===== config.mk =====
export PLATFORM = sky130hd
export DESIGN_NAME = cfs_controller_fault_status
export DESIGN_NICKNAME = d
export VERILOG_FILES = /design/src/rtl/cfs_pkg.sv /design/src/rtl/cfs_controller_fault_status.sv
export SDC_FILE = /design/constraint.sdc
export NUM_CORES = 1
export LEC_CHECK = 0
export BUFFER_PORTS_ARGS = -buffer_cell sky130_fd_sc_hd__buf_4
export CAP_MARGIN = 20
export CORE_ASPECT_RATIO = 0.6
export CORE_MARGIN = 2
export CORE_UTILIZATION = 38
export CTS_CLUSTER_SIZE = 16
export DETAILED_ROUTE_END_ITERATION = 7
export GPL_ROUTABILITY_DRIVEN = 0
export GPL_TIMING_DRIVEN = 0
export PLACE_DENSITY = 0.8
export SETUP_SLACK_MARGIN = 0.4
export SLEW_MARGIN = 25
export SYNTH_ARGS = -nofsm -noshare
export SYNTH_HDL_FRONTEND = slang
export SYNTH_HIERARCHICAL = 1
export SYNTH_SLANG_ARGS = --single-unit

===== constraint.sdc =====
create_clock -name clk_sys -period 0.8 [get_ports clk_sys]
set_clock_uncertainty 0.2 [all_clocks]
set_input_delay 0.16 -clock clk_sys [delete_from_list [all_inputs] [get_ports clk_sys]]
set_output_delay 0.16 -clock clk_sys [all_outputs]
set_load 0.02 [all_outputs]

===== src/rtl/cfs_pkg.sv =====
// Package for the controller fault status register block
package cfs_pkg;

	localparam int unsigned ADDR_W = 8;
	localparam int unsigned DATA_W = 32;

	localparam logic [ADDR_W-1:0] CTRL_FAULT_FLAGS_OFS = 8'hE2;
	localparam logic [DATA_W-1:0] CTRL_FAULT_FLAGS_RST = 32'h00000000;
	localparam logic [DATA_W-1:0] UNMAPPED_READ_VAL    = 32'h00000000;

	// Field positions inside the register word
	localparam int unsigned SUMMARY_BIT   = 31;
	localparam int unsigned RSVD_HIGH_BIT = 30;
	localparam int unsigned FLAGS_MSB     = 29;
	localparam int unsigned FLAGS_LSB     = 14;
	localparam int unsigned FLAGS_W       = FLAGS_MSB - FLAGS_LSB + 1;
	localparam int unsigned RSVD_LOW_W    = FLAGS_LSB;

	// Bit position of every fault field
	localparam int unsigned POS_PROBE_RATE      = 29;
	localparam int unsigned POS_PROBE_FIRST     = 28;
	localparam int unsigned POS_PROBE_SECOND    = 27;
	localparam int unsigned POS_BUS_CAP         = 26;
	localparam int unsigned POS_MEASURE_RL      = 25;
	localparam int unsigned POS_MEASURE_BACKEMF = 24;
	localparam int unsigned POS_ODD_SPEED       = 23;
	localparam int unsigned POS_ODD_BACKEMF     = 22;
	localparam int unsigned POS_MISSING_MOTOR   = 21;
	localparam int unsigned POS_STALL_ANY       = 20;
	localparam int unsigned POS_STALL_CAP       = 19;
	localparam int unsigned POS_HARD_STALL_CAP  = 18;
	localparam int unsigned POS_SUPPLY_LOW      = 17;
	localparam int unsigned POS_SUPPLY_HIGH     = 16;
	localparam int unsigned POS_SPEED_SAT       = 15;
	localparam int unsigned POS_CURRENT_SAT     = 14;

	// Field order follows the bit order, bit 29 first
	typedef struct packed {
		logic pulse_probe_rate_error;          // Bit 29
		logic pulse_probe_first_timing_error;  // Bit 28
		logic pulse_probe_second_timing_error; // Bit 27
		logic bus_current_cap;                 // Bit 26
		logic param_measure_rl_error;          // Bit 25
		logic param_measure_backemf_error;     // Bit 24
		logic odd_speed_lock;                  // Bit 23
		logic odd_backemf_lock;                // Bit 22
		logic missing_motor;                   // Bit 21
		logic rotor_stall_any;                 // Bit 20
		logic stall_current_cap;               // Bit 19
		logic hard_stall_current_cap;          // Bit 18
		logic motor_supply_low;                // Bit 17
		logic motor_supply_high;               // Bit 16
		logic speed_loop_saturated;            // Bit 15
		logic current_loop_saturated;          // Bit 14
	} cfs_flags_s;

	typedef struct packed {
		logic                rd_en;
		logic                wr_en;
		logic [ADDR_W-1:0]   addr;
		logic [DATA_W-1:0]   wr_data;
	} cfs_host_req_s;

	localparam cfs_flags_s FLAGS_RST = '0;

endpackage


===== src/rtl/cfs_controller_fault_status.sv =====
// Controller fault status register with its host read port
`timescale 1ns/1ps

// Summary of operation
// RQ1 - Bit 31 reads one whenever any fault flag of the register is set and zero otherwise.
// RQ2 - The register sits at host offset E2h, is read-only and reads 00000000h after reset.
// RQ3 - Bit 29 reads one while a pulse probe rate fault is detected, else zero.
// RQ4 - Bit 28 reads one while the first pulse probe timing fault is detected, else zero.
// RQ5 - Bit 27 reads one while the second pulse probe timing fault is detected, else zero.
// RQ6 - Bit 26 reads one while a supply bus current limit fault is present, else zero.
// RQ7 - Bit 25 reads one on a winding resistance or inductance measurement error, else zero.
// RQ8 - Bit 24 reads one on a back-EMF constant measurement error, else zero.
// RQ9 - Bit 23 reads one while an odd-speed lock condition is detected, else zero.
// RQ10 - Bit 22 reads one while an odd back-EMF lock condition is detected, else zero.
// RQ11 - Bit 21 reads one while the missing-motor condition is detected, else zero.
// RQ12 - Bit 20 reads one whenever any lock detection has triggered, else zero.
// RQ13 - Bits 19 and 18 flag the lock and hardware lock current-limit faults.
// RQ14 - Bits 17 and 16 flag motor supply undervoltage and overvoltage.
// RQ15 - Bits 15 and 14 flag speed loop and current loop saturation.
// RQ16 - Bit 30 and bits 13 to 0 read zero and host writes to the register are ignored.
module cfs_controller_fault_status (
	input  wire logic                       clk_sys,
	input  wire logic                       rst,
	input  wire cfs_pkg::cfs_flags_s        fault_in,
	input  wire cfs_pkg::cfs_host_req_s     host_req,
	output logic [cfs_pkg::DATA_W-1:0]      host_rd_data,
	output logic                            host_ack,
	output logic                            fault_summary
);

	// Stored fault fields, one cell each
	logic                           probe_rate_q;
	logic                           probe_first_q;
	logic                           probe_second_q;
	logic                           bus_cap_q;
	logic                           measure_rl_q;
	logic                           measure_backemf_q;
	logic                           odd_speed_q;
	logic                           odd_backemf_q;
	logic                           missing_motor_q;
	logic                           stall_any_q;
	logic                           stall_cap_q;
	logic                           hard_stall_cap_q;
	logic                           supply_low_q;
	logic                           supply_high_q;
	logic                           speed_sat_q;
	logic                           current_sat_q;

	logic                           summary_q;
	logic [cfs_pkg::DATA_W-1:0]     rd_data_q;
	logic                           ack_q;

	wire                            probe_any;
	wire                            measure_any;
	wire                            lock_any;
	wire                            supply_any;
	wire                            loop_any;
	wire                            summary_d;
	wire                            ack_d;
	wire                            hit;
	wire  [cfs_pkg::DATA_W-1:0]     reg_word;
	wire  [cfs_pkg::DATA_W-1:0]     rd_data_d;

	// Summary built from detector levels so it lands with the flags
	assign probe_any   = fault_in.pulse_probe_rate_error
		| fault_in.pulse_probe_first_timing_error
		| fault_in.pulse_probe_second_timing_error;
	assign measure_any = fault_in.param_measure_rl_error
		| fault_in.param_measure_backemf_error;
	assign lock_any    = fault_in.odd_speed_lock
		| fault_in.odd_backemf_lock
		| fault_in.missing_motor
		| fault_in.rotor_stall_any
		| fault_in.stall_current_cap
		| fault_in.hard_stall_current_cap;
	assign supply_any  = fault_in.bus_current_cap
		| fault_in.motor_supply_low
		| fault_in.motor_supply_high;
	assign loop_any    = fault_in.speed_loop_saturated
		| fault_in.current_loop_saturated;
	assign summary_d   = probe_any | measure_any | lock_any | supply_any | loop_any; // [RQ1]

	// Register word assembled field by field
	assign reg_word[cfs_pkg::SUMMARY_BIT]         = summary_q;          // [RQ1]
	assign reg_word[cfs_pkg::RSVD_HIGH_BIT]       = 1'b0;               // [RQ16]
	assign reg_word[cfs_pkg::POS_PROBE_RATE]      = probe_rate_q;       // [RQ3]
	assign reg_word[cfs_pkg::POS_PROBE_FIRST]     = probe_first_q;      // [RQ4]
	assign reg_word[cfs_pkg::POS_PROBE_SECOND]    = probe_second_q;     // [RQ5]
	assign reg_word[cfs_pkg::POS_BUS_CAP]         = bus_cap_q;          // [RQ6]
	assign reg_word[cfs_pkg::POS_MEASURE_RL]      = measure_rl_q;       // [RQ7]
	assign reg_word[cfs_pkg::POS_MEASURE_BACKEMF] = measure_backemf_q;  // [RQ8]
	assign reg_word[cfs_pkg::POS_ODD_SPEED]       = odd_speed_q;        // [RQ9]
	assign reg_word[cfs_pkg::POS_ODD_BACKEMF]     = odd_backemf_q;      // [RQ10]
	assign reg_word[cfs_pkg::POS_MISSING_MOTOR]   = missing_motor_q;    // [RQ11]
	assign reg_word[cfs_pkg::POS_STALL_ANY]       = stall_any_q;        // [RQ12]
	assign reg_word[cfs_pkg::POS_STALL_CAP]       = stall_cap_q;        // [RQ13]
	assign reg_word[cfs_pkg::POS_HARD_STALL_CAP]  = hard_stall_cap_q;   // [RQ13]
	assign reg_word[cfs_pkg::POS_SUPPLY_LOW]      = supply_low_q;       // [RQ14]
	assign reg_word[cfs_pkg::POS_SUPPLY_HIGH]     = supply_high_q;      // [RQ14]
	assign reg_word[cfs_pkg::POS_SPEED_SAT]       = speed_sat_q;        // [RQ15]
	assign reg_word[cfs_pkg::POS_CURRENT_SAT]     = current_sat_q;      // [RQ15]
	assign reg_word[cfs_pkg::FLAGS_LSB-1:0]       = '0;                 // [RQ16]

	// Only one offset decodes; any other address reads zero
	assign hit       = host_req.addr == cfs_pkg::CTRL_FAULT_FLAGS_OFS;  // [RQ2]
	assign rd_data_d = hit ? reg_word : cfs_pkg::UNMAPPED_READ_VAL;
	// Writes are acknowledged but never alter state
	assign ack_d     = host_req.rd_en | host_req.wr_en;                 // [RQ16]

	// Levels, not sticky: a cleared condition reads zero next cycle
	cfs_flag_cell #(
		.RST_VAL (cfs_pkg::FLAGS_RST.pulse_probe_rate_error)
	) u_probe_rate (
		.clk_sys (clk_sys),
		.rst     (rst),
		.level_d (fault_in.pulse_probe_rate_error),              // [RQ3]
		.level_q (probe_rate_q)
	);

	cfs_flag_cell #(
		.RST_VAL (cfs_pkg::FLAGS_RST.pulse_probe_first_timing_error)
	) u_probe_first (
		.clk_sys (clk_sys),
		.rst     (rst),
		.level_d (fault_in.pulse_probe_first_timing_error),      // [RQ4]
		.level_q (probe_first_q)
	);

	cfs_flag_cell #(
		.RST_VAL (cfs_pkg::FLAGS_RST.pulse_probe_second_timing_error)
	) u_probe_second (
		.clk_sys (clk_sys),
		.rst     (rst),
		.level_d (fault_in.pulse_probe_second_timing_error),     // [RQ5]
		.level_q (probe_second_q)
	);

	cfs_flag_cell #(
		.RST_VAL (cfs_pkg::FLAGS_RST.bus_current_cap)
	) u_bus_cap (
		.clk_sys (clk_sys),
		.rst     (rst),
		.level_d (fault_in.bus_current_cap),                     // [RQ6]
		.level_q (bus_cap_q)
	);

	cfs_flag_cell #(
		.RST_VAL (cfs_pkg::FLAGS_RST.param_measure_rl_error)
	) u_measure_rl (
		.clk_sys (clk_sys),
		.rst     (rst),
		.level_d (fault_in.param_measure_rl_error),              // [RQ7]
		.level_q (measure_rl_q)
	);

	cfs_flag_cell #(
		.RST_VAL (cfs_pkg::FLAGS_RST.param_measure_backemf_error)
	) u_measure_backemf (
		.clk_sys (clk_sys),
		.rst     (rst),
		.level_d (fault_in.param_measure_backemf_error),         // [RQ8]
		.level_q (measure_backemf_q)
	);

	cfs_flag_cell #(
		.RST_VAL (cfs_pkg::FLAGS_RST.odd_speed_lock)
	) u_odd_speed (
		.clk_sys (clk_sys),
		.rst     (rst),
		.level_d (fault_in.odd_speed_lock),                      // [RQ9]
		.level_q (odd_speed_q)
	);

	cfs_flag_cell #(
		.RST_VAL (cfs_pkg::FLAGS_RST.odd_backemf_lock)
	) u_odd_backemf (
		.clk_sys (clk_sys),
		.rst     (rst),
		.level_d (fault_in.odd_backemf_lock),                    // [RQ10]
		.level_q (odd_backemf_q)
	);

	cfs_flag_cell #(
		.RST_VAL (cfs_pkg::FLAGS_RST.missing_motor)
	) u_missing_motor (
		.clk_sys (clk_sys),
		.rst     (rst),
		.level_d (fault_in.missing_motor),                       // [RQ11]
		.level_q (missing_motor_q)
	);

	// Own input, not derived from the other lock fields
	cfs_flag_cell #(
		.RST_VAL (cfs_pkg::FLAGS_RST.rotor_stall_any)
	) u_stall_any (
		.clk_sys (clk_sys),
		.rst     (rst),
		.level_d (fault_in.rotor_stall_any),                     // [RQ12]
		.level_q (stall_any_q)
	);

	cfs_flag_cell #(
		.RST_VAL (cfs_pkg::FLAGS_RST.stall_current_cap)
	) u_stall_cap (
		.clk_sys (clk_sys),
		.rst     (rst),
		.level_d (fault_in.stall_current_cap),                   // [RQ13]
		.level_q (stall_cap_q)
	);

	cfs_flag_cell #(
		.RST_VAL (cfs_pkg::FLAGS_RST.hard_stall_current_cap)
	) u_hard_stall_cap (
		.clk_sys (clk_sys),
		.rst     (rst),
		.level_d (fault_in.hard_stall_current_cap),              // [RQ13]
		.level_q (hard_stall_cap_q)
	);

	cfs_flag_cell #(
		.RST_VAL (cfs_pkg::FLAGS_RST.motor_supply_low)
	) u_supply_low (
		.clk_sys (clk_sys),
		.rst     (rst),
		.level_d (fault_in.motor_supply_low),                    // [RQ14]
		.level_q (supply_low_q)
	);

	cfs_flag_cell #(
		.RST_VAL (cfs_pkg::FLAGS_RST.motor_supply_high)
	) u_supply_high (
		.clk_sys (clk_sys),
		.rst     (rst),
		.level_d (fault_in.motor_supply_high),                   // [RQ14]
		.level_q (supply_high_q)
	);

	cfs_flag_cell #(
		.RST_VAL (cfs_pkg::FLAGS_RST.speed_loop_saturated)
	) u_speed_sat (
		.clk_sys (clk_sys),
		.rst     (rst),
		.level_d (fault_in.speed_loop_saturated),                // [RQ15]
		.level_q (speed_sat_q)
	);

	cfs_flag_cell #(
		.RST_VAL (cfs_pkg::FLAGS_RST.current_loop_saturated)
	) u_current_sat (
		.clk_sys (clk_sys),
		.rst     (rst),
		.level_d (fault_in.current_loop_saturated),              // [RQ15]
		.level_q (current_sat_q)
	);

	always_ff @(posedge clk_sys or posedge rst) begin
		if (rst) begin
			summary_q <= 1'b0;                                   // [RQ2]
		end else begin
			summary_q <= summary_d;                              // [RQ1]
		end
	end

	always_ff @(posedge clk_sys or posedge rst) begin
		if (rst) begin
			rd_data_q <= cfs_pkg::CTRL_FAULT_FLAGS_RST;          // [RQ2]
			ack_q     <= 1'b0;
		end else begin
			ack_q <= ack_d;                                      // [RQ16]
			if (host_req.rd_en) begin
				rd_data_q <= rd_data_d;
			end
		end
	end

	assign host_rd_data  = rd_data_q;
	assign host_ack      = ack_q;
	assign fault_summary = summary_q;

endmodule // cfs_controller_fault_status

// One captured fault level with its own reset value
module cfs_flag_cell #(
	parameter logic RST_VAL = 1'b0
) (
	input  wire logic clk_sys,
	input  wire logic rst,
	input  wire logic level_d,
	output logic      level_q
);

	always_ff @(posedge clk_sys or posedge rst) begin
		if (rst) begin
			level_q <= RST_VAL;
		end else begin
			level_q <= level_d;
		end
	end

endmodule // cfs_flag_cell


* Word-level counts from Yosys, hierarchy flattened
Cells that the tools add are included.
W data, S select, Z words.
** Storage, ports and cells
- Register bits :: 50
- Input bits :: 60
- Output and inout port bits :: 34
- Logic and storage cells :: 37
** Cells by class
- Equal/unequal tests :: 1
- Muxes and demuxes :: 1
- Bitwise operators :: 16
** Operator list (count)
- $mux W32 :: 1
- $or A1 B1 Y1 :: 16
- $eq A8 B8 Y1 const B :: 1

* Longest topological paths before layout
- Depth after elaboration :: 8
- Gate-level depth with buffers :: 4
- Mapped depth without buffers :: 2

* Cells and area by module
Netlist, hierarchy kept.
** By module, submodules not included
- cfs_controller_fault_status :: times used 1, cells an instance 103, area each 1086.0 um^2, sequential area each 475.5 um^2
- cfs_flag_cell :: times used 16, cells an instance 2, area each 28.8 um^2, sequential area each 25.0 um^2

* Worst setup path after synthesis
No wires, ideal clock.
- Path kind :: input port to flip-flop
- Start point :: in host_req[34] (netlist bit)
- End point :: reg rd_data_q, in the netlist host_rd_data[29]
- Setup time :: 0.096 ns
- Arrival :: 0.863 ns
- Data required time :: 0.504 ns
- Path slack :: -0.359 ns
- Stages on the path :: 4
- Path buffers :: 2
- Cell sequence :: nand4bb_1 > buf_6 > buf_12 > o32ai_4
** On the way
- Word-level cells in the longest chain between the ends :: 2
** RTL lines
- from (decl) :: line cfs_controller_fault_status.sv:25 : input wire cfs_pkg::cfs_host_req_s host_req,
- $eq A8 B8 Y1 :: line cfs_controller_fault_status.sv:105 : assign hit = host_req.addr == cfs_pkg::CTRL_FAULT_FLAGS_OFS;
- $mux W32 :: line cfs_controller_fault_status.sv:106 : assign rd_data_d = hit ? reg_word : cfs_pkg::UNMAPPED_READ_VAL;
- to (signal assigned) :: line cfs_controller_fault_status.sv:266 : rd_data_q <= cfs_pkg::CTRL_FAULT_FLAGS_RST;
- to (signal assigned) :: line cfs_controller_fault_status.sv:271 : rd_data_q <= rd_data_d;
- to (decl) :: line cfs_controller_fault_status.sv:50 : logic [cfs_pkg::DATA_W-1:0] rd_data_q;
Every way passes these cells.
A chain may end at the register's enable or synchronous reset.

* Final worst setup path
- Start point :: reg rd_data_q, in the netlist host_rd_data[26]
- End point :: out host_rd_data[26] (netlist bit)
** RTL lines
- to (decl) :: line cfs_controller_fault_status.sv:26 : output logic [cfs_pkg::DATA_W-1:0] host_rd_data,
No word-level cell between the ends.

==> results.json <==
{
  "port_buffers": 45,
  "peakVddDrop_mv": 1.026,
  "clk_latency_ps": 280,
  "drive_above_1_share": 0.6622,
  "powerDensity_nw_per_um2": 1326,
  "rsz0062_at_grt": "true",
  "failed_checks": "hold timing, setup timing",
  "path_clk_slew_ps": 60,
  "routedWlPerCell_um": 15.47,
  "antenna_left": 0,
  "drc_errors": 0,
  "crit_chain": "buf_6",
  "setup_violations": 36,
  "drt_iter0_drc": 32,
  "worst-setup-path-type": "flop to primary output",
  "cts_buffers": 5,
  "worstSetupEndpointType": "primary output",
  "viasPerCell": 4.507,
  "synth_flop_cell": "dfrtp_1",
  "ys_top_cells_by_area": "dfrtp_1 (57%), o32ai_2 (9.5%), inv_1 (8.3%)",
  "whs_ps": -397.6,
  "synth-seq-cells": 35,
  "critPathMaxFanout": 2,
  "cp_slowest_stage_delay_ps": 430,
  "start_kind": "flop",
  "post-route-util": 0.7211,
  "root_buffer": "clkbuf_8",
  "min_path_type": "input pin to async pin",
  "min_period_ps": 1211,
  "grt_pass1_wl_um": 6196,
  "cts_tree": "done",
  "final_area_um2": 2730,
  "syn_to_final_growth_pct": 76.54,
  "synth_top_cell_area_share": 0.5663,
  "arrival_ps": 850,
  "pin_count": 94,
  "grtUsageTotal": 0.1915,
  "finalCritPeriodShare": 1.514,
  "cts_max_path_buffers": 2,
  "grt_max_degree": 19,
  "h-tree-depth": 2,
  "ys_async_sr_fraction": 1.000,
  "setup_slack_ps": -411.3,
  "syn_area_um2": 1546,
  "cp.required_ps": 440,
  "n_antenna_cell": 0,
  "design.core.area_um2": 3786,
  "path_buf_inv": 1,
  "rows": 17,
  "status": "finished with violations",
  "crit_path_top_delay_cell": "dfrtp_2",
  "nets": 285,
  "leakage_nw": 1.224,
  "synth_top_area_cell": "dfrtp_1",
  "layout.cells.non_filler": 272,
  "die_area_um2": 4613,
  "hold_viol_final": 54,
  "ys_seq_area_frac": 0.5663,
  "fmax_mhz": 825.6,
  "num_vias": 1226,
  "overflow": 0,
  "post_dp_cell_area_um2": 2083,
  "drtPass1Iterations": 4,
  "grt_pass1_vias": 1206,
  "wl_um": 4208,
  "fill_cells": 247,
  "synth_edf_count": 0,
  "cts_sinks": 35,
  "drv_slew": 0,
  "synth_cell_types": 15,
  "start_util": 0.4085,
  "die-width_um": 86.36,
  "finalPower_mw": 3.619,
  "yosys_warnings": 6,
  "hpwl_um": 2465,
  "netlist_instances": 135,
  "syn_avg_cell_area_um2": 11.46,
  "die_h_um": 53.42,
  "antenna_found_initial": 0,
  "drv_cap": 0,
  "cp_top_family": "flip-flops",
  "place_inst": 241
}
-- cell usage after synthesis (2+ instances only) --
| cell | instances |
|---|---|
| buf_4 | 15 |
| nand4bb_1 | 2 |
| o32ai_2 | 9 |
| nand2_1 | 17 |
| buf_2 | 5 |
| buf_6 | 2 |
| inv_1 | 34 |
| o32ai_1 | 7 |
| nor4_1 | 4 |
| dfrtp_1 | 35 |
-- cell families after synthesis --
group	after synthesis	synth area share
simple gates	25	0.08010
compound gates	17	0.1521
buf+inv	57	0.1990
flops	35	0.5663
other cells	1	0.002425
-- final cells by class --
cell class | count | area, µm² | area share
flip-flops and latches | 35 | 897.1 | 0.3286
plain buffers | 23 | 220.2 | 0.08066
clock buffers | 7 | 76.32 | 0.02796
repair buffers | 69 | 716.9 | 0.2626
multi-input cells | 57 | 629.4 | 0.2305
well taps | 47 | 58.81 | 0.02154
inverters | 34 | 131.4 | 0.04812
-- layer usage --
metal	up-vias	wire, µm	part of all wire	track usage
met2	51	1959	0.47	0.2872
met4	0	127	0.030	0.1042
li1	584	-	-	-
met1	578	1832	0.44	0.2593
met3	13	288	0.068	0.04212
met5	-	0	0	0
-- worst paths after layout --
check | slack, ps | startpoint | cells after the start | endpoint
setup / recovery | -410 | host_rd_data[26] | 1 | host_rd_data[26]
hold / removal | -400 | rst | 2 | u_measure_backemf/level_q
setup reg to reg | -270 | fault_summary | 3 | host_rd_data[31]
hold reg to reg | 360 | host_rd_data[24] | 2 | host_rd_data[24]
max in group asynchronous | 490 | rst | 3 | host_rd_data[24]
min in group clk_sys | -210 | fault_in[7] | 1 | u_missing_motor/level_q
-- registers in the layout (all words and copies together) (netlist names) --
signal,count
u_measure_backemf/level_q,1
u_probe_rate/level_q,1
u_probe_second/level_q,1
u_supply_high/level_q,1
fault_summary,1
host_ack,1
u_stall_cap/level_q,1
u_speed_sat/level_q,1
u_missing_motor/level_q,1
u_probe_first/level_q,1
u_measure_rl/level_q,1
u_hard_stall_cap/level_q,1
u_current_sat/level_q,1
u_bus_cap/level_q,1
u_stall_any/level_q,1
u_supply_low/level_q,1
u_odd_speed/level_q,1
host_rd_data,17
u_odd_backemf/level_q,1
-- repair_timing --
item / in CTS / in global routing
pin swaps: 24 / 12
cloned: 2 / 0
endpoints found under the hold margin: 58 / 56
buffers inserted: 20 / 2
setup endpoints to repair: 57 / 38
resized for setup: 52 / 21
-- report_power, final --
part           internal [mW]  leakage, nW  switching [mW]
Clock                  0.598       0.0383           0.564
Sequential              1.82        0.416          0.0200
Combinational          0.304        0.770           0.317
-- metrics by stage --
| step | setup WS [ps] | TNS (ps) |
|---|---|---|
| 6_report | -411.3 | -10880 |
| 5_1_grt | -425.6 | -11790 |
| 4_1_cts | -410.6 | -10480 |
| 3_5_place_dp | -542.0 | -9966 |
| 3_3_place_gp | -490.3 | -9649 |
| 2_1_floorplan | -342.7 | -5188 |
-- placed cells by master (no fill, tap or decap), drive strengths merged --
cell,n
clkbuf,7
nand4,1
conb,15
o32ai,17
nand2,17
or2,1
nand4bb,2
inv,33
clkinvlp,1
buf,92
nor4,4
dfrtp,35
(Power assumes the default switching activity.)
